===== src/inc/adcsf_pkg.sv =====
// ****************************************
// Status block constants
// ****************************************
package adcsf_pkg;

   localparam int          DATA_W      = 24;
   localparam int          STAT_W      = 8;
   localparam int          CHAN_W      = 4;
   localparam int          SHIFT_W     = DATA_W + STAT_W;
   localparam int          CNT_W       = 6;

   // Register addresses carried in the command byte
   localparam logic [5:0]  ADDR_STATUS = 6'h00;
   localparam logic [5:0]  ADDR_DATA   = 6'h04;

   // Command byte fields
   localparam int          CMD_WEN     = 7;
   localparam int          CMD_RW      = 6;
   localparam int          CMD_ADDR_HI = 5;

   // Status register layout
   localparam int          ST_RDY      = 7;
   localparam int          ST_RANGE    = 6;
   localparam int          ST_CRC      = 5;
   localparam int          ST_REG      = 4;
   localparam logic [7:0]  STATUS_RST  = 8'h80;

   // Clamp values for out-of-range results
   localparam logic [23:0] CLAMP_HIGH  = 24'hFFFFFF;
   localparam logic [23:0] CLAMP_LOW   = 24'h000000;

   // Transfer lengths in bits
   localparam logic [5:0]  LEN_BYTE    = 6'h08;
   localparam logic [5:0]  LEN_DATA    = 6'h18;
   localparam logic [5:0]  LEN_DSTAT   = 6'h20;
   localparam logic [5:0]  LEN_LAST    = 6'h07;

   typedef enum logic [1:0] {
      XF_CMD,
      XF_READ,
      XF_WRITE
   } adcsf_xfer_t;

endpackage : adcsf_pkg


===== src/logic/adcsf_status.sv =====
// How it works
// - Eight-bit status register at address zero, reset value 0x80.
// - With append enabled, status byte follows every data register read.
// - Chip select low and no read running: ready flag drives the output pin.
// - Ready flag bit 7, active low, cleared when a new result is written.
// - In calibration mode ready clears on calibration result, not conversion result.
// - Ready flag set again when a data register read completes; resets to one.
// - Bit 6 flags overrange or underrange of the latest conversion; resets to zero.
// - Overrange stores all ones, underrange stores all zeros.
// - Range flag updates only on result writes, clears once condition gone.
// - Bit 5 set on CRC mismatch of a register write; resets to zero.
// - A completed status register read clears the write CRC flag; a CRC error in the same cycle keeps it set.
// - Bit 4 set when register contents differ from the captured checksum.
// - Integrity flag clears only by dropping the enable, not by reads.
// - Bits 3..0 hold the channel of the result in the data register.
`timescale 1ns/1ps
module adcsf_status
   import adcsf_pkg::*;
(
   // Clock and reset
   input  wire logic                          clock,
   input  wire logic                          reset_n,
   // Serial link pins
   input  wire logic                          csN,
   input  wire logic                          sclk,
   input  wire logic                          din,
   output logic                               dout,
   output logic                               doutOe,
   // Conversion results
   input  wire logic                          resultValid,
   input  wire logic [adcsf_pkg::DATA_W-1:0]  resultData,
   input  wire logic [adcsf_pkg::CHAN_W-1:0]  resultChan,
   input  wire logic                          overRange,
   input  wire logic                          underRange,
   input  wire logic                          calibMode,
   input  wire logic                          calibDone,
   // Interface configuration and checks
   input  wire logic                          appendStatus,
   input  wire logic                          crcWriteErr,
   input  wire logic                          regCheckEn,
   input  wire logic                          regMismatch,
   // Register views
   output logic [adcsf_pkg::STAT_W-1:0]       statusOut,
   output logic [adcsf_pkg::DATA_W-1:0]       dataOut
);
   import adcsf_pkg::*;

   // ****************************************
   // Pin synchronisers and edges
   // ****************************************
   logic [2:0]        pinSync;
   logic              csActive;
   logic              sclkS;
   logic              dinS;
   logic              sclk_q;
   logic              sclkRise;
   logic              sclkFall;

   adcsf_sync #(.WIDTH(3)) u_sync (
      .clock   (clock),
      .reset_n (reset_n),
      .asyncIn ({~csN, sclk, din}),
      .syncOut (pinSync)
   );

   assign csActive = pinSync[2];
   assign sclkS    = pinSync[1];
   assign dinS     = pinSync[0];
   assign sclkRise = csActive & sclkS & ~sclk_q;
   assign sclkFall = csActive & ~sclkS & sclk_q;

   // Idle-high clock so the first falling edge after select is a real one
   always_ff @(posedge clock or negedge reset_n) begin
      if (!reset_n) begin
         sclk_q <= 1'b1;
      end else begin
         sclk_q <= sclkS;
      end
   end

   // ****************************************
   // Serial transfer engine
   // ****************************************
   adcsf_xfer_t          xfer_q;
   logic [7:0]           cmd_q;
   logic [CNT_W-1:0]     count_q;
   logic [SHIFT_W-1:0]   shift_q;
   logic                 pend_q;
   logic                 readDone;
   logic                 dataReadDone;
   logic                 statReadDone;
   logic [5:0]           rdAddr_q;
   logic [7:0]           cmdByte;
   logic                 rdy_q;
   logic                 rangeErr_q;
   logic                 crcErr_q;
   logic                 regErr_q;
   logic [CHAN_W-1:0]    chan_q;
   logic [STAT_W-1:0]    statusNow;

   assign statusNow    = {rdy_q, rangeErr_q, crcErr_q, regErr_q, chan_q};
   assign cmdByte      = {cmd_q[6:0], dinS};
   assign readDone     = (xfer_q == XF_READ) && sclkRise && (count_q == 6'h01);
   assign dataReadDone = readDone && (rdAddr_q == ADDR_DATA);
   assign statReadDone = readDone && (rdAddr_q == ADDR_STATUS);

   always_ff @(posedge clock or negedge reset_n) begin
      if (!reset_n) begin
         xfer_q   <= XF_CMD;
         cmd_q    <= '0;
         count_q  <= '0;
         shift_q  <= '0;
         pend_q   <= 1'b0;
         rdAddr_q <= '0;
      end else if (!csActive) begin
         xfer_q  <= XF_CMD;
         count_q <= '0;
         pend_q  <= 1'b0;
      end else begin
         unique case (xfer_q)
            XF_CMD: begin
               if (sclkRise) begin
                  cmd_q   <= cmdByte;
                  count_q <= (count_q == LEN_LAST) ? '0 : count_q + 6'h01;
                  if (count_q == LEN_LAST && !cmdByte[CMD_WEN]) begin
                     rdAddr_q <= cmdByte[CMD_ADDR_HI:0];
                     pend_q   <= 1'b0;
                     if (cmdByte[CMD_RW]) begin
                        xfer_q <= XF_READ;
                        if (cmdByte[CMD_ADDR_HI:0] == ADDR_DATA) begin
                           shift_q <= {dataOut, statusNow};
                           count_q <= appendStatus ? LEN_DSTAT : LEN_DATA;
                        end else if (cmdByte[CMD_ADDR_HI:0] == ADDR_STATUS) begin
                           shift_q <= {statusNow, CLAMP_LOW};
                           count_q <= LEN_BYTE;
                        end else begin
                           shift_q <= '0;
                           count_q <= LEN_BYTE;
                        end
                     end else begin
                        // Status is read-only: the write byte is clocked in and dropped
                        xfer_q  <= XF_WRITE;
                        count_q <= LEN_BYTE;
                     end
                  end
               end
            end
            XF_READ: begin
               // Shift only on the fall after a rise, so the host sees each bit a half period
               if (sclkRise) begin
                  pend_q  <= 1'b1;
                  count_q <= count_q - 6'h01;
                  if (count_q == 6'h01) begin
                     xfer_q <= XF_CMD;
                     pend_q <= 1'b0;
                  end
               end else if (sclkFall && pend_q) begin
                  shift_q <= {shift_q[SHIFT_W-2:0], 1'b0};
                  pend_q  <= 1'b0;
               end
            end
            XF_WRITE: begin
               if (sclkRise) begin
                  count_q <= count_q - 6'h01;
                  if (count_q == 6'h01) begin
                     xfer_q <= XF_CMD;
                  end
               end
            end
            default: begin
               xfer_q <= XF_CMD;
            end
         endcase
      end
   end

   // ****************************************
   // Output pin
   // ****************************************
   // Ready is shown one clock late; harmless against a 200 ns link clock
   always_ff @(posedge clock or negedge reset_n) begin
      if (!reset_n) begin
         dout   <= 1'b1;
         doutOe <= 1'b0;
      end else begin
         doutOe <= csActive;
         dout   <= (xfer_q == XF_READ) ? shift_q[SHIFT_W-1] : rdy_q;
      end
   end

   // ****************************************
   // Result and ready flag
   // ****************************************
   logic newResult;
   assign newResult = calibMode ? calibDone : resultValid;

   always_ff @(posedge clock or negedge reset_n) begin
      if (!reset_n) begin
         rdy_q <= STATUS_RST[ST_RDY];
      end else if (newResult) begin
         rdy_q <= 1'b0;
      end else if (dataReadDone) begin
         rdy_q <= 1'b1;
      end
   end

   always_ff @(posedge clock or negedge reset_n) begin
      if (!reset_n) begin
         dataOut    <= CLAMP_LOW;
         rangeErr_q <= STATUS_RST[ST_RANGE];
         chan_q     <= STATUS_RST[CHAN_W-1:0];
      end else if (resultValid) begin
         dataOut    <= overRange ? CLAMP_HIGH : underRange ? CLAMP_LOW : resultData;
         rangeErr_q <= overRange | underRange;
         chan_q     <= resultChan;
      end
   end

   // ****************************************
   // Error flags
   // ****************************************
   always_ff @(posedge clock or negedge reset_n) begin
      if (!reset_n) begin
         crcErr_q <= STATUS_RST[ST_CRC];
      end else if (crcWriteErr) begin
         crcErr_q <= 1'b1;
      end else if (statReadDone) begin
         crcErr_q <= 1'b0;
      end
   end

   // Integrity flag is only ever cleared by the enable, never by a read
   always_ff @(posedge clock or negedge reset_n) begin
      if (!reset_n) begin
         regErr_q <= STATUS_RST[ST_REG];
      end else if (!regCheckEn) begin
         regErr_q <= 1'b0;
      end else if (regMismatch) begin
         regErr_q <= 1'b1;
      end
   end

   always_ff @(posedge clock or negedge reset_n) begin
      if (!reset_n) begin
         statusOut <= STATUS_RST;
      end else begin
         statusOut <= statusNow;
      end
   end

   // ****************************************
   // Checks
   // ****************************************
   a_rdy_clears: assert property (@(posedge clock) disable iff (!reset_n)
      resultValid && !calibMode |=> !rdy_q ##1 (!statusOut[ST_RDY]))
      else $error("ready not cleared by result");
   a_cal_hold: assert property (@(posedge clock) disable iff (!reset_n)
      calibMode && !calibDone && rdy_q && !dataReadDone |=> rdy_q)
      else $error("ready cleared without calibration result");
   a_rdy_sets: assert property (@(posedge clock) disable iff (!reset_n)
      dataReadDone && !newResult |=> rdy_q)
      else $error("ready not set after data read");
   a_over_clamp: assert property (@(posedge clock) disable iff (!reset_n)
      resultValid && overRange |=> dataOut == CLAMP_HIGH && rangeErr_q)
      else $error("overrange not clamped");
   a_under_clamp: assert property (@(posedge clock) disable iff (!reset_n)
      resultValid && underRange && !overRange |=> dataOut == CLAMP_LOW && rangeErr_q)
      else $error("underrange not clamped");
   a_range_hold: assert property (@(posedge clock) disable iff (!reset_n)
      !resultValid |=> $stable(rangeErr_q) && $stable(chan_q))
      else $error("range flag moved without result");
   a_crc_flag: assert property (@(posedge clock) disable iff (!reset_n)
      crcWriteErr |=> crcErr_q ##1 statusOut[ST_CRC])
      else $error("CRC error not flagged");
   a_crc_clear: assert property (@(posedge clock) disable iff (!reset_n)
      statReadDone && !crcWriteErr |=> !crcErr_q)
      else $error("CRC flag survived status read");
   a_reg_clear: assert property (@(posedge clock) disable iff (!reset_n)
      !regCheckEn |=> !regErr_q)
      else $error("integrity flag not cleared by enable");
   a_reg_sticky: assert property (@(posedge clock) disable iff (!reset_n)
      regErr_q && regCheckEn |=> regErr_q)
      else $error("integrity flag lost while enabled");
   a_pin_ready: assert property (@(posedge clock) disable iff (!reset_n)
      csActive && xfer_q != XF_READ |=> dout == $past(rdy_q) && doutOe)
      else $error("ready not mirrored on pin");
   a_wr_ignored: assert property (@(posedge clock) disable iff (!reset_n)
      xfer_q == XF_WRITE && !resultValid && !crcWriteErr && !regMismatch && !regErr_q && !newResult
      |=> $stable(statusNow))
      else $error("status changed by write");

   c_data_read: cover property (@(posedge clock) disable iff (!reset_n) dataReadDone);
   c_append: cover property (@(posedge clock) disable iff (!reset_n)
      dataReadDone && appendStatus);
   c_stat_read: cover property (@(posedge clock) disable iff (!reset_n)
      statReadDone && crcErr_q);

endmodule : adcsf_status


===== src/logic/adcsf_sync.sv =====
`timescale 1ns/1ps
module adcsf_sync #(
   parameter int WIDTH = 1
) (
   // Clock and reset
   input  wire logic             clock,
   input  wire logic             reset_n,
   // Asynchronous levels in, synchronised levels out
   input  wire logic [WIDTH-1:0] asyncIn,
   output logic      [WIDTH-1:0] syncOut
);

   logic [WIDTH-1:0] meta_q;

   always_ff @(posedge clock or negedge reset_n) begin
      if (!reset_n) begin
         meta_q  <= '0;
         syncOut <= '0;
      end else begin
         meta_q  <= asyncIn;
         syncOut <= meta_q;
      end
   end

endmodule : adcsf_sync


===== config.mk =====
export PLATFORM = sky130hd
export DESIGN_NAME = adcsf_status
export DESIGN_NICKNAME = d
export VERILOG_FILES = /design/src/inc/adcsf_pkg.sv /design/src/logic/adcsf_status.sv /design/src/logic/adcsf_sync.sv
export SDC_FILE = /design/constraint.sdc
export NUM_CORES = 1
export LEC_CHECK = 0
export ABC_AREA = 1
export BUFFER_PORTS_ARGS = -buffer_cell sky130_fd_sc_hd__buf_2
export CORE_MARGIN = 4
export CORE_UTILIZATION = 60
export DETAILED_ROUTE_END_ITERATION = 7
export PLACE_DENSITY = 0.9
export SYNTH_ARGS = -nofsm -noshare
export SYNTH_HDL_FRONTEND = slang
export SYNTH_HIERARCHICAL = 1
export SYNTH_SLANG_ARGS = --single-unit

===== constraint.sdc =====
create_clock -name clock -period 5.37 [get_ports clock]
set_clock_uncertainty 0.15 [all_clocks]
set_input_delay 1.611 -clock clock [delete_from_list [all_inputs] [get_ports clock]]
set_output_delay 1.611 -clock clock [all_outputs]
set_load 0.05 [all_outputs]

==> results of run 1 <==
worst reg2reg max path, stage by stage (launching register included):
cell,delay (ns)
dfrtp_1,0.39
inv_1,0.08
ha_1,0.14
buf_4,0.35
inv_2,0.21
nand2_1,0.10
and3_1,0.16
nand4_1,0.59
buf_4,0.46
nand2_1,0.11
nand2_1,0.06
cell usage in the layout (no fill, tap or decap), types with 2 or more instances in the layout:
| master | n |
|---|---|
| dfstp_2 | 4 |
| bufinv_16 | 2 |
| clkbuf_8 | 10 |
| nor2_1 | 50 |
| o21ai_0 | 37 |
| a22oi_1 | 16 |
| dfrtp_1 | 99 |
| xor2_1 | 2 |
| xnor2_1 | 2 |
| o21a_1 | 3 |
| ha_1 | 5 |
| o21ai_1 | 6 |
| buf_4 | 5 |
| nand2_1 | 248 |
| buf_2 | 74 |
| nand3_1 | 22 |
| inv_1 | 47 |
| inv_2 | 8 |
| or2_2 | 2 |
| nand4_1 | 5 |
| a21oi_1 | 14 |
sequential cells by signal, summed over array words and instances, names as in the netlist, 2 cells and up:
signal and count:
shift_q 32, rdAddr_q 6, chan_q 4, u_sync/meta_q 3, statusOut 8, dataOut 24, cmd_q 7, xfer_q 2
count_q 6, u_sync/syncOut 3
power groups by stage:
| stage | logic [uW] | clock network [uW] | registers [uW] |
|---|---|---|---|
| 3_5_place_dp | 583 | 0 | 1030 |
| 6_report | 588 | 535 | 1020 |
| 3_3_place_gp | 561 | 0 | 1020 |
| 4_1_cts | 590 | 539 | 1020 |
| 5_1_grt | 664 | 572 | 1040 |
| 2_1_floorplan | 378 | 0 | 1080 |
area by class of cell:
class | count | share of cell area
multi-input cells | 420 | 0.344
clock buffers | 11 | 0.0261
clock inverters | 5 | 0.0150
repair buffers | 79 | 0.0754
well taps | 102 | 0.0236
flip-flops and latches | 103 | 0.477
inverters | 55 | 0.0382
path summary, 6_finish.rpt:
kind	startpoint	end	slack, ns
max reg2reg	xfer_q[1]	shift_q[24]	2.48
min in group asynchronous	reset_n	count_q[3]	1.18
max in group asynchronous	reset_n	cmd_q[1]	2.90
min	u_sync/meta_q[1]	u_sync/syncOut[1]	0.21
min reg2reg	u_sync/meta_q[1]	u_sync/syncOut[1]	0.21
max	resultValid	dataOut[5]	2.22
kinds of logic after synthesis:
kind of cell / Yosys count / share of synthesized area
and+or+nand+nor: 331 / 0.272
DFF: 103 / 0.540
AOI/OAI and AO/OA: 80 / 0.0970
buffers and inverters: 79 / 0.0709
adders and majority gates: 5 / 0.0131
xor gates and xnor gates: 4 / 0.00732
layer usage:
| metal | wire [um] | global-route usage | vias up |
|---|---|---|---|
| met1 | 4440 | 0.294 | 1928 |
| met5 | 0 | 0 | - |
| li1 | - | - | 2017 |
| met2 | 5500 | 0.408 | 147 |
| met4 | 214 | 0.0927 | 0 |
| met3 | 545 | 0.0445 | 24 |
stage by stage:
stage	utilization	hold WS (ns)	cell area (um^2)
2_1_floorplan	-	0.181	4780
3_3_place_gp	0.671	0.183	5190
3_5_place_dp	0.671	0.186	5190
4_1_cts	0.700	0.208	5410
5_1_grt	0.700	0.213	5410
6_report	0.700	0.207	5410
==> flow_metrics.py, run 1 <==
metrics = {
    "status": {
        "status": "complete, no violations",
    },
    "drt": {
        "wl_um": 10700,
        "drt_iter0_drc": 357,
        "vias_per_cell": 5.31,
        "dr.pass1.iters": 5,
        "wl_per_cell_um": 13.8,
        "dr_total_vias": 4116,
        "drc": 0,
        "ant_nets": 0,
    },
    "worst_setup_path": {
        "cp_max_fo": 21,
        "criticalPathCategory": "in -> reg",
        "crit_chain": "buf_2 -> inv_1 -> nor2_1 -> buf_4 -> a22oi_1",
        "critPathRequiredTime_ns": 5.44,
        "slowest_stage": "nor2_1",
        "slowest_delay_ns": 0.58,
        "cpLargestDelayFamily": "buffers and inverters",
        "cp-start-kind": "input port",
        "reg2reg_depth": 10,
        "path_depth": 5,
        "arrival_ns": 3.22,
        "crit_buf_inv": 3,
        "end_kind": "flop",
    },
    "synth": {
        "avgSynthCellArea_um2": 7.95,
        "yosysWarnings": 6,
        "ys.flop_type": "dfrtp_1",
        "syn_area_mm2": 0.00478,
        "synth_top_area_frac": 0.518,
        "yosys-top-cells-count": "nand2_1 (248), dfrtp_1 (99), nor2_1 (50)",
        "synth_most_common_cell": "nand2_1",
        "ys_ff_latch": 103,
        "synth_seq_area_share": 0.540,
        "async_reset_ff_frac": 1.00,
        "synthTopCellsByArea": "dfrtp_1 (52%), nand2_1 (19%), nor2_1 (3.9%)",
        "synth.largest_area_cell": "dfrtp_1",
        "syn-num-nets": 649,
        "syn_inst": 602,
        "synth_cell_type_count": 29,
        "synth-edff-count": 0,
    },
    "clocking": {
        "post_cts.repair.setup_buffers": 0,
        "cts_buffer_depth": 2,
        "cts_hold_buf": 0,
        "cts_tree": "built",
        "htree_levels": 3,
        "cts_made_buffers": 9,
        "clk_latency_ns": 0.37,
        "clk_pin_slew_ns": 0.10,
        "cts_resized": 0,
        "cts.sinks": 103,
        "clockRootBuffer": "clkbuf_8",
    },
    "power_and_ir_drop": {
        "irDropWorstVdd_mv": 0.222,
        "combPwrFrac": 0.275,
        "p_clk_frac": 0.250,
        "internal_power_uw": 1370,
        "p_per_area_mw_per_mm2": 396,
        "power_frac_seq": 0.475,
        "total_power_uw": 2140,
        "swShare": 0.359,
        "switchingPower_uw": 768,
        "p_leak_uw": 0.00291,
    },
    "min_path": {
        "hold_depth": 0,
        "min_path_type": "reg -> reg",
    },
    "sta": {
        "slew_headroom": 0.415,
        "min_period_over_period": 0.587,
        "finalSetupTns_ns": 0,
        "fin_ws_ns": 2.22,
        "worstMarginPinSlew_ns": 0.877,
        "period_minus_slack_ns": 3.15,
        "drv_slew": 0,
        "fmax_mhz": 317,
        "setup_viol_count_final": 0,
        "rsz0062_at_grt": "no",
        "hold_viol": 0,
    },
    "floorplanning": {
        "initial_core_util": 0.619,
        "dieArea_mm2": 0.00947,
        "core_mm2": 0.00773,
        "die_height_um": 97.3,
        "die_x_um": 97.3,
        "rows": 32,
        "io_pins": 76,
    },
    "layout": {
        "areaGrowthSynthToFinish_pct": 13.1,
        "ff_latch_area_mm2": 0.00258,
        "instances_no_fill": 775,
        "drive_above_1_share": 0.165,
        "n_antenna_cell": 0,
        "fin_nets": 715,
        "multiInputGateArea_mm2": 0.00186,
        "fillers": 569,
    },
    "placed_design": {
        "hpwl_um": 7400,
        "portBuffers": 75,
        "pre_cts_ws_ns": 1.87,
        "place_congestion": 0.863,
        "place_inst": 759,
    },
    "grt": {
        "grt_start_max_net_pins": 72,
        "grt_first_pass_wirelength_um": 18500,
        "grt_pass1_vias": 4106,
        "antenna_found_initial": 0,
        "gr-total-overflow": 0,
        "grt_usage": 0.236,
    },
    "job": {
        "maxCapViolCount": 0,
    },
}
(Power assumes the default switching activity.)
==> inputs of run 2 (changes only) <==
--- a/config.mk
+++ b/config.mk
@@ -8,9 +8,9 @@
 export ABC_AREA = 1
 export BUFFER_PORTS_ARGS = -buffer_cell sky130_fd_sc_hd__buf_2
 export CORE_MARGIN = 4
-export CORE_UTILIZATION = 60
+export CORE_UTILIZATION = 51
 export DETAILED_ROUTE_END_ITERATION = 7
-export PLACE_DENSITY = 0.9
+export PLACE_DENSITY = 0.82
 export SYNTH_ARGS = -nofsm -noshare
 export SYNTH_HDL_FRONTEND = slang
 export SYNTH_HIERARCHICAL = 1
==> constraint.sdc (replaced) <==
create_clock -name clock -period 2.7 [get_ports clock]
set_clock_uncertainty 0.15 [all_clocks]
set_input_delay 0.81 -clock clock [delete_from_list [all_inputs] [get_ports clock]]
set_output_delay 0.81 -clock clock [all_outputs]
set_load 0.05 [all_outputs]
==> flow_metrics.py, run 2 (synthesis gave the netlist of run 1 again) <==
metrics = {
    "sta": {
        "setup_viol_count_final": 0,
        "rsz0062_at_grt": "no",
        "drv_slew": 0,
        "finalSetupTns_ns": 0,
        "slew_headroom": 0.452,
        "worstMarginPinSlew_ns": 0.819,
        "min_period_over_period": 0.858,
        "hold_viol": 0,
        "fmax_mhz": 432,
        "period_minus_slack_ns": 2.32,
        "fin_ws_ns": 0.383,
    },
    "clocking": {
        "clockRootBuffer": "clkbuf_8",
        "post_cts.repair.setup_buffers": 0,
        "clk_pin_slew_ns": 0.09,
        "clk_latency_ns": 0.36,
        "cts_buffer_depth": 2,
        "htree_levels": 3,
        "cts_tree": "built",
        "cts_made_buffers": 9,
        "cts_resized": 0,
        "cts.sinks": 103,
        "cts_hold_buf": 0,
    },
    "worst_setup_path": {
        "critPathRequiredTime_ns": 2.85,
        "arrival_ns": 2.47,
        "cp-start-kind": "flop",
        "criticalPathCategory": "reg -> reg",
        "reg2reg_depth": 9,
        "end_kind": "flop",
        "cp_max_fo": 32,
    },
    "layout": {
        "instances_no_fill": 789,
        "max_flop_register": "shift_q",
        "drive_above_1_share": 0.168,
        "largest_reg_flops": 32,
        "fin_area_mm2": 0.00544,
        "areaGrowthSynthToFinish_pct": 13.7,
        "reg_top3": "shift_q x32, dataOut x24, statusOut x8",
        "fin_nets": 720,
        "n_antenna_cell": 0,
        "layout_common_cells": "nand2_1 (248), dfrtp_1 (99), buf_2 (74)",
        "final_common_cell": "nand2_1",
    },
    "power_and_ir_drop": {
        "p_leak_uw": 0.00293,
        "switchingPower_uw": 1500,
        "p_clk_frac": 0.229,
        "power_frac_seq": 0.488,
        "total_power_uw": 4150,
        "swShare": 0.361,
        "internal_power_uw": 2650,
        "p_per_area_mw_per_mm2": 763,
        "irDropWorstVdd_mv": 0.341,
        "combPwrFrac": 0.282,
    },
    "grt": {
        "grt_usage": 0.198,
        "grt_first_pass_wirelength_um": 17900,
        "grt_pass1_vias": 3947,
        "gr-total-overflow": 0,
        "antenna_found_initial": 0,
        "grt_start_max_net_pins": 56,
    },
    "floorplanning": {
        "dieArea_mm2": 0.0110,
        "core_mm2": 0.00920,
        "io_pins": 76,
        "die_x_um": 105,
        "rows": 35,
        "initial_core_util": 0.520,
        "die_height_um": 105,
    },
    "drt": {
        "dr_total_vias": 4099,
        "vias_per_cell": 5.20,
        "wl_per_cell_um": 13.3,
        "wl_um": 10500,
        "dr.pass1.iters": 5,
        "drt_iter0_drc": 318,
        "drc": 0,
        "ant_nets": 0,
    },
    "placed_design": {
        "place_inst": 773,
        "dpl-instance-area_mm2": 0.00525,
        "hpwl_um": 7450,
        "pre_cts_ws_ns": 0.411,
        "place_congestion": 0.936,
        "portBuffers": 75,
    },
    "min_path": {
        "min_path_type": "in -> async",
    },
    "status": {
        "status": "complete, no violations",
    },
    "job": {
        "maxCapViolCount": 0,
    },
}
-- run 2: changes by cell type in the layout (fill, tap and decap cells not counted) --
cell / change
buf_12: +1
buf_4: +4
bufinv_16: -1
clkbuf_1: +2
clkinvlp_4: -1
-- run 2: path summary, 6_finish.rpt --
check | start | end | slack, ns
worst min-delay path | reset_n | cmd_q[4] | 0.14
worst min register to register | u_sync/meta_q[0] | u_sync/syncOut[0] | 0.20
max in group asynchronous | reset_n | shift_q[3] | 1.55
worst max register to register | xfer_q[0] | shift_q[10] | 0.38
min in group clock | u_sync/meta_q[0] | u_sync/syncOut[0] | 0.20
worst max-delay path | xfer_q[0] | shift_q[10] | 0.38
-- run 2: per-layer routing --
metal | track usage | vias to the layer above | part of all wire
met1 | 0.258 | 1940 | 0.43
met4 | 0.0581 | 0 | 0.017
met2 | 0.328 | 128 | 0.49
met5 | 0 | - | 0
li1 | - | 2017 | -
met3 | 0.0506 | 14 | 0.054
-- run 2: cell type report --
type                       instances  area, um^2
tap                              111         139
timing repair buffer              84         458
clock buffer                      13         149
inverter                          55         206
sequential                       103        2580
fill                             800        3750
clock inverter                     3        43.8
multi-input combinational        420        1860
-- run 2: stage by stage --
step | utilization | hold slack [ns]
after floorplan | - | 0.181
after global placement | 0.571 | 0.184
after detailed placement | 0.571 | 0.186
after CTS | 0.592 | 0.139
after global routing | 0.592 | 0.133
final | 0.592 | 0.142
-- run 2: power groups by stage --
stage	sequential [uW]	clock, uW	combinational, uW
floorplan	2140	0	753
global placement	2040	0	1130
detailed placement	2050	0	1170
CTS	2020	972	1180
global route	2060	1040	1330
finish	2030	952	1170
-- run 2: critical path, cell delays in order (launching register included) --
cell and delay (ns):
dfrtp_1 0.41, inv_1 0.06, ha_1 0.33, inv_2 0.11
nand2_1 0.06, and3_1 0.16, nand2_1 0.09, a21oi_4 0.64
nand2_1 0.14, nand2_1 0.09
==> inputs of run 3 (changes only) <==
--- a/config.mk
+++ b/config.mk
@@ -5,7 +5,6 @@
 export SDC_FILE = /design/constraint.sdc
 export NUM_CORES = 1
 export LEC_CHECK = 0
-export ABC_AREA = 1
 export BUFFER_PORTS_ARGS = -buffer_cell sky130_fd_sc_hd__buf_2
 export CORE_MARGIN = 4
 export CORE_UTILIZATION = 51
==> constraint.sdc (replaced) <==
create_clock -name clock -period 1.98 [get_ports clock]
set_clock_uncertainty 0.15 [all_clocks]
set_input_delay 0.594 -clock clock [delete_from_list [all_inputs] [get_ports clock]]
set_output_delay 0.594 -clock clock [all_outputs]
set_load 0.05 [all_outputs]
==> flow_metrics.py, run 3 <==
metrics = {
    "sta": {
        "min_period_over_period": 1.02,
        "finalSetupTns_ns": -0.972,
        "hold_viol": 1,
        "hold_slack_ns": -0.000593,
        "slew_headroom": 0.685,
        "drv_slew": 0,
        "rsz0062_at_grt": "yes",
        "fmax_mhz": 493,
        "fin_ws_ns": -0.0494,
        "setup_viol_count_final": 32,
        "period_minus_slack_ns": 2.03,
        "worstMarginPinSlew_ns": 0.472,
    },
    "power_and_ir_drop": {
        "power_frac_seq": 0.433,
        "swShare": 0.342,
        "p_leak_uw": 0.00291,
        "combPwrFrac": 0.312,
        "p_clk_frac": 0.255,
        "switchingPower_uw": 1940,
        "internal_power_uw": 3720,
        "irDropWorstVdd_mv": 0.632,
        "p_per_area_mw_per_mm2": 948,
    },
    "floorplanning": {
        "initial_core_util": 0.520,
        "core_mm2": 0.00920,
        "io_pins": 76,
        "dieArea_mm2": 0.0110,
        "rows": 35,
        "die_height_um": 105,
        "die_x_um": 105,
    },
    "worst_setup_path": {
        "cp_max_fo": 8,
        "reg2reg_from": "sclk_q",
        "cp-startpoint": "sclk_q",
        "reg2reg_depth": 7,
        "cp-start-kind": "flop",
        "arrival_ns": 2.14,
        "criticalPathCategory": "reg -> reg",
        "end_kind": "flop",
        "critPathRequiredTime_ns": 2.09,
    },
    "clocking": {
        "cts_made_buffers": 9,
        "clockRootBuffer": "clkbuf_8",
        "cts.sinks": 103,
        "clk_pin_slew_ns": 0.10,
        "cts_buffer_depth": 2,
        "htree_levels": 3,
        "clk_latency_ns": 0.38,
        "cts_tree": "built",
        "cts_hold_buf": 0,
    },
    "job": {
        "maxCapViolCount": 0,
    },
    "synth": {
        "synth_cell_type_count": 49,
        "syn_inst": 404,
        "async_reset_ff_frac": 1.00,
        "synth-edff-count": 0,
        "avgSynthCellArea_um2": 11.8,
        "ys_ff_latch": 103,
        "yosysWarnings": 6,
        "synth_most_common_cell": "dfrtp_1",
        "synth_top_area_frac": 0.518,
        "syn_area_mm2": 0.00478,
        "synth.largest_area_cell": "dfrtp_1",
        "yosys-top-cells-count": "dfrtp_1 (99), a21oi_1 (52), nor2_1 (33)",
        "syn-num-nets": 451,
        "ys.flop_type": "dfrtp_1",
        "synth_seq_area_share": 0.540,
        "synthTopCellsByArea": "dfrtp_1 (52%), mux2_4 (9.1%), a21oi_1 (5.4%)",
    },
    "grt": {
        "grt_pass1_vias": 3925,
        "gr-total-overflow": 0,
        "grt_usage": 0.221,
        "grt_start_max_net_pins": 39,
        "grt_first_pass_wirelength_um": 19400,
        "antenna_found_initial": 0,
    },
    "placed_design": {
        "dpl-instance-area_mm2": 0.00552,
        "portBuffers": 75,
        "hpwl_um": 7690,
        "place_inst": 598,
        "place_congestion": 0.854,
    },
    "layout": {
        "largest_reg_flops": 32,
        "multiInputGateArea_mm2": 0.00213,
        "fin_nets": 558,
        "areaGrowthSynthToFinish_pct": 24.8,
        "n_antenna_cell": 0,
        "reg_top3": "shift_q x32, dataOut x24, statusOut x8",
        "layout_common_cells": "dfrtp_1 (99), buf_2 (74), a21oi_1 (52)",
        "fin_area_mm2": 0.00597,
        "final_common_cell": "dfrtp_1",
        "instances_no_fill": 627,
        "drive_above_1_share": 0.405,
        "max_flop_register": "shift_q",
        "fillers": 688,
        "ff_latch_area_mm2": 0.00258,
    },
    "drt": {
        "wl_um": 12100,
        "drc": 0,
        "drt_iter0_drc": 230,
        "wl_per_cell_um": 19.3,
        "dr_total_vias": 3696,
        "dr.pass1.iters": 4,
        "ant_nets": 0,
        "vias_per_cell": 5.89,
    },
    "status": {
        "status": "finished, violations left",
        "violations": "negative hold slack, negative setup slack",
    },
    "min_path": {
        "min_path_type": "in -> async",
    },
}
run 3: cell types whose count changed after synthesis, moves of 23 or more:
cell / previous run / this run
nand2_1: 248 / 23
inv_1: 47 / 8
a21oi_1: 14 / 52
mux2_4: 0 / 29
o21ai_0: 37 / 8
a22o_1: 0 / 23
run 3: logic make-up (layout without fill, tap and decap cells):
kind of cell	count (synthesis)	in the layout	synth area share
xor+xnor	5	5	0.00916
flops	103	103	0.540
compound gates	108	108	0.149
simple gates	86	87	0.0919
mux	60	60	0.161
buf+inv	37	148	0.0356
fa+ha+maj	5	5	0.0131
run 3: worst paths after layout:
kind / end / slack (ns)
max: shift_q[28] / -0.05
max reg2reg: shift_q[28] / -0.05
min reg2reg: u_sync/syncOut[1] / 0.21
min: u_sync/meta_q[0] / -0.0006
min in group clock: u_sync/meta_q[1] / 0.16
max in group asynchronous: statusOut[7] / 1.07
run 3: per-layer routing:
metal | part of all wire | vias up | GRT usage | wire, um
met4 | 0.029 | 0 | 0.0993 | 352
li1 | - | 1661 | - | -
met2 | 0.53 | 151 | 0.380 | 6370
met1 | 0.39 | 1845 | 0.267 | 4740
met5 | 0 | - | 0 | 0
met3 | 0.054 | 39 | 0.0445 | 652
run 3: worst max-delay path: stages (launching register included):
cell and delay, ns:
dfstp_2 0.54, and3b_2 0.25, nand2_8 0.09, nor2_8 0.05, o2111ai_4 0.22, buf_12 0.17, buf_12 0.14, mux2_4 0.30
run 3: cell type report:
cell class                      count  area share
Sequential cell                   103       0.433
Multi-Input combinational cell    265       0.357
Timing Repair Buffer              124       0.147
Tap cell                          111      0.0233
Clock buffer                       12      0.0226
Clock inverter                      4      0.0122
Inverter                            8     0.00503
run 3: timing repair:
| item | 4_1_cts | 5_1_grt |
|---|---|---|
| setup endpoints to repair | 32 | 35 |
| gates resized for setup | 16 | 9 |
| setup buffers | 7 | 3 |
| pin swaps | 4 | 4 |
| cloned | 2 | 1 |
run 3: power groups by stage:
stage / Combinational, uW / Clock, uW / Sequential [uW]
after detailed placement: 1590 / 0 / 2470
after floorplan: 848 / 0 / 2660
final: 1760 / 1440 / 2450
after global routing: 1890 / 1530 / 2480
after CTS: 1710 / 1430 / 2440
after global placement: 1530 / 0 / 2470
run 3: through the flow:
stage	utilization	power, uW	setup slack (ns)
2_1_floorplan	-	3510	-0.0115
3_3_place_gp	0.600	3990	-0.0599
3_5_place_dp	0.600	4070	-0.172
4_1_cts	0.643	5580	-0.0341
5_1_grt	0.649	5910	-0.136
6_report	0.649	5660	-0.0494
